[src/pkg/aotr_pkg.sv]
// Shared constants for the converter offset and fine gain trim bank.
// Assumes a 32-bit classic Wishbone slave; byte address is four times the index.
package aotr_pkg;

    // ==========================================================
    // Register indices (byte address = index * 4)
    // ==========================================================
    localparam int REG_COUNT = 7;
    localparam logic [9:0] IDX_ADC3_C_OFS = 10'h338;
    localparam logic [9:0] IDX_ADC3_D_OFS = 10'h33A;
    localparam logic [9:0] IDX_ADC4_OFS = 10'h33C;
    localparam logic [9:0] IDX_ADC5_OFS = 10'h33E;
    localparam logic [9:0] IDX_ADC0_GAIN = 10'h360;
    localparam logic [9:0] IDX_ADC1_GAIN = 10'h361;
    localparam logic [9:0] IDX_ADC2_A_GAIN = 10'h362;
    localparam logic [9:0] IDX_TRIM_CTRL = 10'h370;
    localparam logic [9:0] IDX_TRIM_STATUS = 10'h371;

    // ==========================================================
    // Slot numbers inside the trim array
    // ==========================================================
    localparam logic [2:0] SLOT_ADC3_C = 3'h0;
    localparam logic [2:0] SLOT_ADC3_D = 3'h1;
    localparam logic [2:0] SLOT_ADC4 = 3'h2;
    localparam logic [2:0] SLOT_ADC5 = 3'h3;
    localparam logic [2:0] SLOT_ADC0_G = 3'h4;
    localparam logic [2:0] SLOT_ADC1_G = 3'h5;
    localparam logic [2:0] SLOT_ADC2_A_G = 3'h6;
    localparam logic [2:0] SLOT_LAST = 3'h6;

    // ==========================================================
    // Field layout and reset values
    // ==========================================================
    localparam int OFS_MSB = 11;
    localparam int GAIN_MSB = 4;
    localparam logic [15:0] OFS_REG_MASK = 16'hFFFF;
    localparam logic [15:0] GAIN_REG_MASK = 16'h00FF;
    localparam logic [15:0] TRIM_RESET = 16'h0000;
    localparam int CTRL_RELOAD_BIT = 0;
    localparam int STAT_BUSY_BIT = 1;
    localparam int STAT_LOADED_BIT = 0;

    // ==========================================================
    // Fuse contents (plain defaults, replaced by real fuse data)
    // ==========================================================
    localparam logic [15:0] FUSE_ADC3_C = 16'h0801;
    localparam logic [15:0] FUSE_ADC3_D = 16'h0802;
    localparam logic [15:0] FUSE_ADC4 = 16'h0803;
    localparam logic [15:0] FUSE_ADC5 = 16'h0804;
    localparam logic [15:0] FUSE_ADC0_G = 16'h0011;
    localparam logic [15:0] FUSE_ADC1_G = 16'h0012;
    localparam logic [15:0] FUSE_ADC2_A_G = 16'h0013;

    typedef enum logic [1:0] {
        LD_FETCH = 2'b00,
        LD_STORE = 2'b01,
        LD_READY = 2'b10
    } aotr_load_e;

endpackage

[src/core/aotr_fuse_rom.sv]
// Fuse storage image holding power-up trim defaults, one word per slot.
// Read data is registered: valid the cycle after the address is presented.
`timescale 1ns/1ps
module aotr_fuse_rom (
    // Clock
    input wire logic sys_clk_i,
    input wire logic rst_n_i,
    input wire logic ce_i,
    // Read port
    input wire logic [2:0] rd_addr_i,
    output logic [15:0] rd_data_o
);

    always_ff @(posedge sys_clk_i) begin
        if (!rst_n_i) begin
            rd_data_o <= aotr_pkg::TRIM_RESET;
        end else if (ce_i) begin
            unique case (rd_addr_i)
                aotr_pkg::SLOT_ADC3_C: rd_data_o <= aotr_pkg::FUSE_ADC3_C;
                aotr_pkg::SLOT_ADC3_D: rd_data_o <= aotr_pkg::FUSE_ADC3_D;
                aotr_pkg::SLOT_ADC4: rd_data_o <= aotr_pkg::FUSE_ADC4;
                aotr_pkg::SLOT_ADC5: rd_data_o <= aotr_pkg::FUSE_ADC5;
                aotr_pkg::SLOT_ADC0_G: rd_data_o <= aotr_pkg::FUSE_ADC0_G;
                aotr_pkg::SLOT_ADC1_G: rd_data_o <= aotr_pkg::FUSE_ADC1_G;
                aotr_pkg::SLOT_ADC2_A_G: rd_data_o <= aotr_pkg::FUSE_ADC2_A_G;
                default: rd_data_o <= aotr_pkg::TRIM_RESET;
            endcase
        end
    end

endmodule // aotr_fuse_rom

[src/core/aotr_trim_regs.sv]
// Offset and fine gain trim registers behind a classic Wishbone slave.
// Assumes the converter cores pulse conv_start_i on sys_clk_i at each conversion.
`timescale 1ns/1ps
module aotr_trim_regs (
    // Clock, reset, enable
    input wire logic sys_clk_i,
    input wire logic rst_n_i,
    input wire logic ce_i,
    // Wishbone slave
    input wire logic wb_cyc_i,
    input wire logic wb_stb_i,
    input wire logic wb_we_i,
    input wire logic [11:0] wb_adr_i,
    input wire logic [3:0] wb_sel_i,
    input wire logic [31:0] wb_dat_i,
    output logic [31:0] wb_dat_o,
    output logic wb_ack_o,
    // Converter core side
    input wire logic conv_start_i,
    output logic [11:0] adc3_c_input_offset_trim_o,
    output logic [11:0] adc3_d_input_offset_trim_o,
    output logic [11:0] adc4_offset_trim_o,
    output logic [11:0] adc5_offset_trim_o,
    output logic [4:0] adc0_fine_gain_trim_o,
    output logic [4:0] adc1_fine_gain_trim_o,
    output logic [4:0] adc2_a_input_fine_gain_trim_o
);

    // ==========================================================
    // Decoding helpers
    // ==========================================================
    // Returns {hit, slot} for a word index
    function automatic logic [3:0] decode_slot(input logic [9:0] idx);
        logic [3:0] res;
        res = 4'h0;
        unique case (idx)
            aotr_pkg::IDX_ADC3_C_OFS: res = {1'b1, aotr_pkg::SLOT_ADC3_C};
            aotr_pkg::IDX_ADC3_D_OFS: res = {1'b1, aotr_pkg::SLOT_ADC3_D};
            aotr_pkg::IDX_ADC4_OFS: res = {1'b1, aotr_pkg::SLOT_ADC4};
            aotr_pkg::IDX_ADC5_OFS: res = {1'b1, aotr_pkg::SLOT_ADC5};
            aotr_pkg::IDX_ADC0_GAIN: res = {1'b1, aotr_pkg::SLOT_ADC0_G};
            aotr_pkg::IDX_ADC1_GAIN: res = {1'b1, aotr_pkg::SLOT_ADC1_G};
            aotr_pkg::IDX_ADC2_A_GAIN: res = {1'b1, aotr_pkg::SLOT_ADC2_A_G};
            default: res = 4'h0;
        endcase
        return res;
    endfunction

    // Gain slots are byte registers; upper byte does not exist
    function automatic logic [15:0] slot_mask(input logic [2:0] slot);
        return (slot >= aotr_pkg::SLOT_ADC0_G) ? aotr_pkg::GAIN_REG_MASK : aotr_pkg::OFS_REG_MASK;
    endfunction

    // ==========================================================
    // Bus decode
    // ==========================================================
    logic [15:0] trim_reg [aotr_pkg::REG_COUNT];
    logic [2:0] load_slot_reg;
    logic [15:0] rom_rdata;
    logic loaded_reg;
    logic ack_reg;
    logic [31:0] rdata_reg;
    aotr_pkg::aotr_load_e ld_state_reg;

    logic [9:0] word_idx;
    logic [3:0] dec;
    logic bus_req;
    logic bus_fire;
    logic wr_fire;
    logic rd_fire;
    logic ld_ready;

    assign word_idx = wb_adr_i[11:2];
    assign dec = decode_slot(word_idx);
    assign ld_ready = (ld_state_reg == aotr_pkg::LD_READY);
    assign bus_req = wb_cyc_i && wb_stb_i;
    // Requests stall while the fuse image is loading
    assign bus_fire = bus_req && !ack_reg && ld_ready;
    assign wr_fire = bus_fire && wb_we_i;
    assign rd_fire = bus_fire && !wb_we_i;
    assign wb_ack_o = ack_reg;
    assign wb_dat_o = rdata_reg;

    always_ff @(posedge sys_clk_i) begin
        if (!rst_n_i) begin
            ack_reg <= 1'b0;
        end else if (ce_i) begin
            ack_reg <= bus_fire;
        end
    end

    // ==========================================================
    // Fuse preload sequencer
    // ==========================================================
    aotr_fuse_rom u_fuse_rom (
        .sys_clk_i(sys_clk_i),
        .rst_n_i(rst_n_i),
        .ce_i(ce_i),
        .rd_addr_i(load_slot_reg),
        .rd_data_o(rom_rdata)
    );

    logic reload_req;
    assign reload_req = wr_fire && (word_idx == aotr_pkg::IDX_TRIM_CTRL) && wb_sel_i[0]
                        && wb_dat_i[aotr_pkg::CTRL_RELOAD_BIT];

    always_ff @(posedge sys_clk_i) begin
        if (!rst_n_i) begin
            ld_state_reg <= aotr_pkg::LD_FETCH;
            load_slot_reg <= 3'h0;
        end else if (ce_i) begin
            unique case (ld_state_reg)
                aotr_pkg::LD_FETCH: ld_state_reg <= aotr_pkg::LD_STORE;
                aotr_pkg::LD_STORE: begin
                    if (load_slot_reg == aotr_pkg::SLOT_LAST) begin
                        ld_state_reg <= aotr_pkg::LD_READY;
                    end else begin
                        ld_state_reg <= aotr_pkg::LD_FETCH;
                    end
                    load_slot_reg <= load_slot_reg + 3'h1;
                end
                aotr_pkg::LD_READY: begin
                    if (reload_req) begin
                        ld_state_reg <= aotr_pkg::LD_FETCH;
                        load_slot_reg <= 3'h0;
                    end
                end
                default: ld_state_reg <= aotr_pkg::LD_FETCH;
            endcase
        end
    end

    always_ff @(posedge sys_clk_i) begin
        if (!rst_n_i) begin
            loaded_reg <= 1'b0;
        end else if (ce_i) begin
            if (reload_req) begin
                loaded_reg <= 1'b0;
            end else if (ld_state_reg == aotr_pkg::LD_STORE && load_slot_reg == aotr_pkg::SLOT_LAST) begin
                loaded_reg <= 1'b1;
            end
        end
    end

    // ==========================================================
    // Trim register array
    // ==========================================================
    // Reserved bits are stored and read back so software can verify them
    always_ff @(posedge sys_clk_i) begin
        if (!rst_n_i) begin
            for (int i = 0; i < aotr_pkg::REG_COUNT; i++) begin
                trim_reg[i] <= aotr_pkg::TRIM_RESET;
            end
        end else if (ce_i) begin
            for (int i = 0; i < aotr_pkg::REG_COUNT; i++) begin
                if (ld_state_reg == aotr_pkg::LD_STORE && load_slot_reg == 3'(i)) begin
                    trim_reg[i] <= rom_rdata & slot_mask(3'(i));
                end else if (wr_fire && dec[3] && dec[2:0] == 3'(i)) begin
                    if (wb_sel_i[0]) begin
                        trim_reg[i][7:0] <= wb_dat_i[7:0];
                    end
                    if (wb_sel_i[1] && slot_mask(3'(i)) == aotr_pkg::OFS_REG_MASK) begin
                        trim_reg[i][15:8] <= wb_dat_i[15:8];
                    end
                end
            end
        end
    end

    // ==========================================================
    // Read data
    // ==========================================================
    always_ff @(posedge sys_clk_i) begin
        if (!rst_n_i) begin
            rdata_reg <= 32'h0000_0000;
        end else if (ce_i) begin
            if (rd_fire) begin
                if (dec[3]) begin
                    rdata_reg <= {16'h0000, trim_reg[dec[2:0]]};
                end else if (word_idx == aotr_pkg::IDX_TRIM_STATUS) begin
                    rdata_reg <= {30'h0000_0000, !ld_ready, loaded_reg};
                end else begin
                    rdata_reg <= 32'h0000_0000;
                end
            end
        end
    end

    // ==========================================================
    // Core-facing trim outputs
    // ==========================================================
    // Updated only at a conversion start so a write mid-conversion cannot
    // corrupt the sample in flight; costs one conversion of latency.
    always_ff @(posedge sys_clk_i) begin
        if (!rst_n_i) begin
            adc3_c_input_offset_trim_o <= 12'h000;
            adc3_d_input_offset_trim_o <= 12'h000;
            adc4_offset_trim_o <= 12'h000;
            adc5_offset_trim_o <= 12'h000;
            adc0_fine_gain_trim_o <= 5'h00;
            adc1_fine_gain_trim_o <= 5'h00;
            adc2_a_input_fine_gain_trim_o <= 5'h00;
        end else if (ce_i && conv_start_i) begin
            // Low field bits taken, upper bits dropped, no sign handling
            adc3_c_input_offset_trim_o <= trim_reg[aotr_pkg::SLOT_ADC3_C][aotr_pkg::OFS_MSB:0];
            adc3_d_input_offset_trim_o <= trim_reg[aotr_pkg::SLOT_ADC3_D][aotr_pkg::OFS_MSB:0];
            adc4_offset_trim_o <= trim_reg[aotr_pkg::SLOT_ADC4][aotr_pkg::OFS_MSB:0];
            adc5_offset_trim_o <= trim_reg[aotr_pkg::SLOT_ADC5][aotr_pkg::OFS_MSB:0];
            adc0_fine_gain_trim_o <= trim_reg[aotr_pkg::SLOT_ADC0_G][aotr_pkg::GAIN_MSB:0];
            adc1_fine_gain_trim_o <= trim_reg[aotr_pkg::SLOT_ADC1_G][aotr_pkg::GAIN_MSB:0];
            adc2_a_input_fine_gain_trim_o <= trim_reg[aotr_pkg::SLOT_ADC2_A_G][aotr_pkg::GAIN_MSB:0];
        end
    end
endmodule // aotr_trim_regs

[config.mk]
export PLATFORM = sky130hd
export DESIGN_NAME = aotr_trim_regs
export DESIGN_NICKNAME = d
export VERILOG_FILES = /design/src/pkg/aotr_pkg.sv /design/src/core/aotr_fuse_rom.sv /design/src/core/aotr_trim_regs.sv
export SDC_FILE = /design/constraint.sdc
export NUM_CORES = 1
export LEC_CHECK = 0
export BUFFER_PORTS_ARGS = -buffer_cell sky130_fd_sc_hd__buf_2
export CAP_MARGIN = 40
export CELL_PAD_IN_SITES_DETAIL_PLACEMENT = 0
export CELL_PAD_IN_SITES_GLOBAL_PLACEMENT = 1
export CORE_ASPECT_RATIO = 0.6
export CORE_UTILIZATION = 30
export CTS_CLUSTER_SIZE = 10
export DETAILED_ROUTE_END_ITERATION = 8
export GPL_ROUTABILITY_DRIVEN = 0
export PLACE_DENSITY = 0.59
export SYNTH_ARGS = -nofsm -noshare
export SYNTH_HDL_FRONTEND = slang
export SYNTH_SLANG_ARGS = --single-unit
[constraint.sdc]
create_clock -name sys_clk_i -period 2.7 [get_ports sys_clk_i]
set_input_delay 0.81 -clock sys_clk_i [delete_from_list [all_inputs] [get_ports sys_clk_i]]
set_output_delay 0.81 -clock sys_clk_i [all_outputs]
set_load 0.02 [all_outputs]
==> summary by stage <==
Timing
Setup repair after global routing left no endpoint under its margin. Dividing the final minimum period by the clock period gives 90.5%. Subtracting the final worst setup slack from the clock period gives 2.44 ns. The setup TNS after final layout is 0 ns. The clock arrives with ~0.011 ns of skew.

Hold is met by 0.452 ns. For this run, the top clock speed supported by timing is ~410 MHz. The setup violation total in the final timing report is 0.

The measured slew at the worst slew-check pin is 0.562 ns. The total count of hold-check failures in the final report is 0. Headroom to the max-slew limit came out at 62.4%.

The final max-slew violation count is 0.

Cells and area
The net count of the finished layout is 938. The repair_antennas step left the layout with diodes totalling 0. The register with the most flip-flops in the layout has 88 of them. The share of cells above drive strength 1 is 26.6%. The number of fill cells in the layout is ~2500. The layout overhead on the synthesized area is 24.5%.

Place
The number of port buffers is 114. Once detailed placement completed, the half-perimeter wirelength came to 17200 um.

Routing
Summing over every cut layer, the via total after detailed routing is 5911. The number of optimization iterations in the first detailed-route pass is 5. The average detailed-routed wire length per instance is between 15 and 20 um. The remaining design rule violation count is 0.

The violation count after the first detailed-routing iteration is 432. The via density per instance is 4.76. Summed over all layers, the routed wires come to 23200 um. The count of nets left with antenna violations after detail routing is 0.

Critical path
The largest driver fanout on the critical path is 6. The stage delay of the slowest cell on the critical path is 0.50 ns. At the worst endpoint, the required time is between 3 and 4 ns. The critical path in this run is classified as input port to register. The critical path goes through buf_2, or3b_4, nor3_2, o21a_1, buf_12, mux4_2, a22o_1.

STA classifies the critical path startpoint as an input port. The worst setup path is captured at a register. Data arrives at the worst endpoint at about 2.8 ns. The library cell contributing the largest single delay on the critical path is sky130_fd_sc_hd__mux4_2.

GRT
The number of global-route vias before repair is 5706. The met3 track demand over resource is 3.74%. The pin count of the biggest net entering global routing is 64. The global routing's busiest layer is met1. The initial antenna violation count is 0. The routing usage on met1 is 27.3%. The total global routing overflow is 0. For met2 alone, demand over resource in global routing was 24.9%. The global-route wire length before repair is 34900 um. The all-layer global routing usage is 17.7%.

Flow run
Max-cap violations in this run came to 0.

Logic synthesis
The area share of the largest cell type after synthesis is about 34%. Summing the areas of all xor and xnor instances in the mapped netlist gives 0% of the synthesized area. The synthesized-area fraction occupied by and/or/nand/nor cells is 18.9%.

Yosys mapped a number of flops with a built-in enable equal to 88. The cell area after synthesis is 7790 um2. The count of different cell masters after synthesis is 52. The mean instance size in the synthesized netlist is roughly 11 um2.

In the synthesized netlist, the number of instances is ~730. The complex-gate fraction of the synthesized area is 12.9%. For this run, asynchronously set or reset flops after synthesis account for 0%. The share of the Yosys chip area taken by registers is 57.3%. After synthesis, the cell types taking the most area are sky130_fd_sc_hd__edfxtp_1 (34%), sky130_fd_sc_hd__dfxtp_1 (23%), sky130_fd_sc_hd__nand2_1 (7.6%), sky130_fd_sc_hd__a21oi_1 (4.8%), sky130_fd_sc_hd__and2_1 (4.6%). During synthesis, Yosys emitted a total of 0 warnings. The most used flip-flop cell after synthesis is sky130_fd_sc_hd__dfxtp_1. The adder-cell area share of the yosys netlist is 0.803%. After synthesis, the largest family of logic cells by area is simple AND/OR/NAND/NOR gates. The synthesized design spends more area on one cell type than any other, namely sky130_fd_sc_hd__edfxtp_1.

Yosys instantiated no cell more often than sky130_fd_sc_hd__nand2_1. In the synthesized netlist, mux cells make up 5.83% of the area. After synthesis, the most frequently instantiated cells are sky130_fd_sc_hd__nand2_1 (157), sky130_fd_sc_hd__dfxtp_1 (91), sky130_fd_sc_hd__edfxtp_1 (88). The synthesized design contains around 180 register bits.

Clock tree
The total CTS buffers is 17. The TritonCTS clock tree is yes. The count of cells resized by post-cts repair is 0.

The longest clock path from root to sink contains 2 buffers. The later pin in the worst-skew pair is clocked with a latency of between 0.4 and 0.5 ns. Clock tree synthesis selected as its root buffer the cell sky130_fd_sc_hd__clkbuf_16.

The deepest level of the CTS H-tree is 4. The clock slew at the register clock pins of the worst setup and hold paths is 0.07 ns. The number of buffers inserted by post-CTS setup repair is 0. The total of hold buffers inserted after clock tree synthesis is 0.

The clock net in this run drives a total of 179 sinks.

Power and ir drop
The worst IR drop on VDD is 0.332 mV. The sum of internal, switching and leakage power is 5880 uW. In this run the power density over the cells is roughly 610 nW/um2.

The leakage dissipation is 0.00400 uW.

Floorplanning
For this configuration, the core starts out at a cell density of between 30% and 40%. The core region is 25400 um2. The boundary pin count is 151. The width of the chip is 210 um.

The floorplan step set the die height to between 100 and 150 um. The floorplan step defined a die boundary enclosing 26700 um2. The number of rows in the core area is 45.

Worst hold path
The path class of the tightest hold or removal check is register to register.

Run status
The run finished with clean final reports.
[kinds of logic (layout without fill, tap and decap cells)]
kind of cell,count (synthesis),count (layout)
other cells,1,16
buf+inv,64,211
simple gates,298,298
fa+ha+maj,5,5
mux,34,34
compound gates,148,148
flops,179,179
[power breakdown]
| part | switching (uW) | internal [uW] | total, uW |
|---|---|---|---|
| Clock | 1160 | 1330 | 2490 |
| Sequential | 60.3 | 2930 | 2990 |
| Combinational | 268 | 137 | 405 |
| Total | 1490 | 4390 | 5880 |
[critical path: cells and delay by family]
family	cells	cell delay (ns)
buffers and inverters	2	0.25
and+or+nand+nor	2	0.79
muxes	1	0.50
AOI/OAI and AO/OA	2	0.42
[routing by layer]
metal,share of wire [%],wire (um),up-vias
met1,53,12400,2878
met2,41,9420,151
met5,0,0,-
met3,5.4,1240,15
li1,-,-,2867
met4,0.60,139,0
[path summary, 6_finish.rpt]
| path | startpoint | end | slack, ns | depth (start not counted) |
|---|---|---|---|---|
| setup / recovery | wb_adr_i[5] | wb_dat_o[9] | 0.26 | 7 |
| hold / removal | adc3_c_input_offset_trim_o[3] | adc3_c_input_offset_trim_o[3] | 0.45 | 2 |
| setup reg to reg | ld_state_reg[0] | load_slot_reg[1] | 0.59 | 6 |
| hold reg to reg | adc3_c_input_offset_trim_o[3] | adc3_c_input_offset_trim_o[3] | 0.45 | 2 |
[layout by cell type (no fill, tap or decap), drive strengths merged, types with 2 or more instances in the layout]
master,netlist,layout
ha,5,5
nor2,26,26
clkinvlp,0,2
nand2,157,157
nand2b,2,2
a22o,36,36
inv,5,14
nor3,8,8
and2,57,57
dfxtp,91,91
and3b,2,2
nor3b,2,2
or3,15,15
o21a,7,7
a211oi,8,8
and3,10,10
nand3b,3,3
mux4,9,9
mux2i,24,24
edfxtp,88,88
nand3,6,6
or3b,3,3
clkinv,1,3
nor2b,2,2
a21oi,74,74
o21ai,7,7
o221ai,6,6
clkbuf,29,18
conb,1,16
buf,29,173
[cell type report]
type                    count  area, um2  share of cell area, %
flip-flops and latches    179       4460                   46.0
well taps                 352        440                   4.54
clock buffers              18        439                   4.52
repair buffers            173       1100                   11.3
inverters                   6       22.5                  0.232
multi-input cells         501       3100                   31.9
clock inverters            14        141                   1.46
[per-stage QoR]
step	instance area [um2]	util, %	worst slack [ns]	cells
final	9710	38.2	0.255	1243
after global routing	9710	38.2	0.203	1243
after CTS	9710	38.2	0.284	1243
after detailed placement	9130	35.9	-0.180	1211
after global placement	9130	35.9	-0.169	1211
after floorplan	7890	-	0.00221	744
Power figures use the tool's default switching activity.
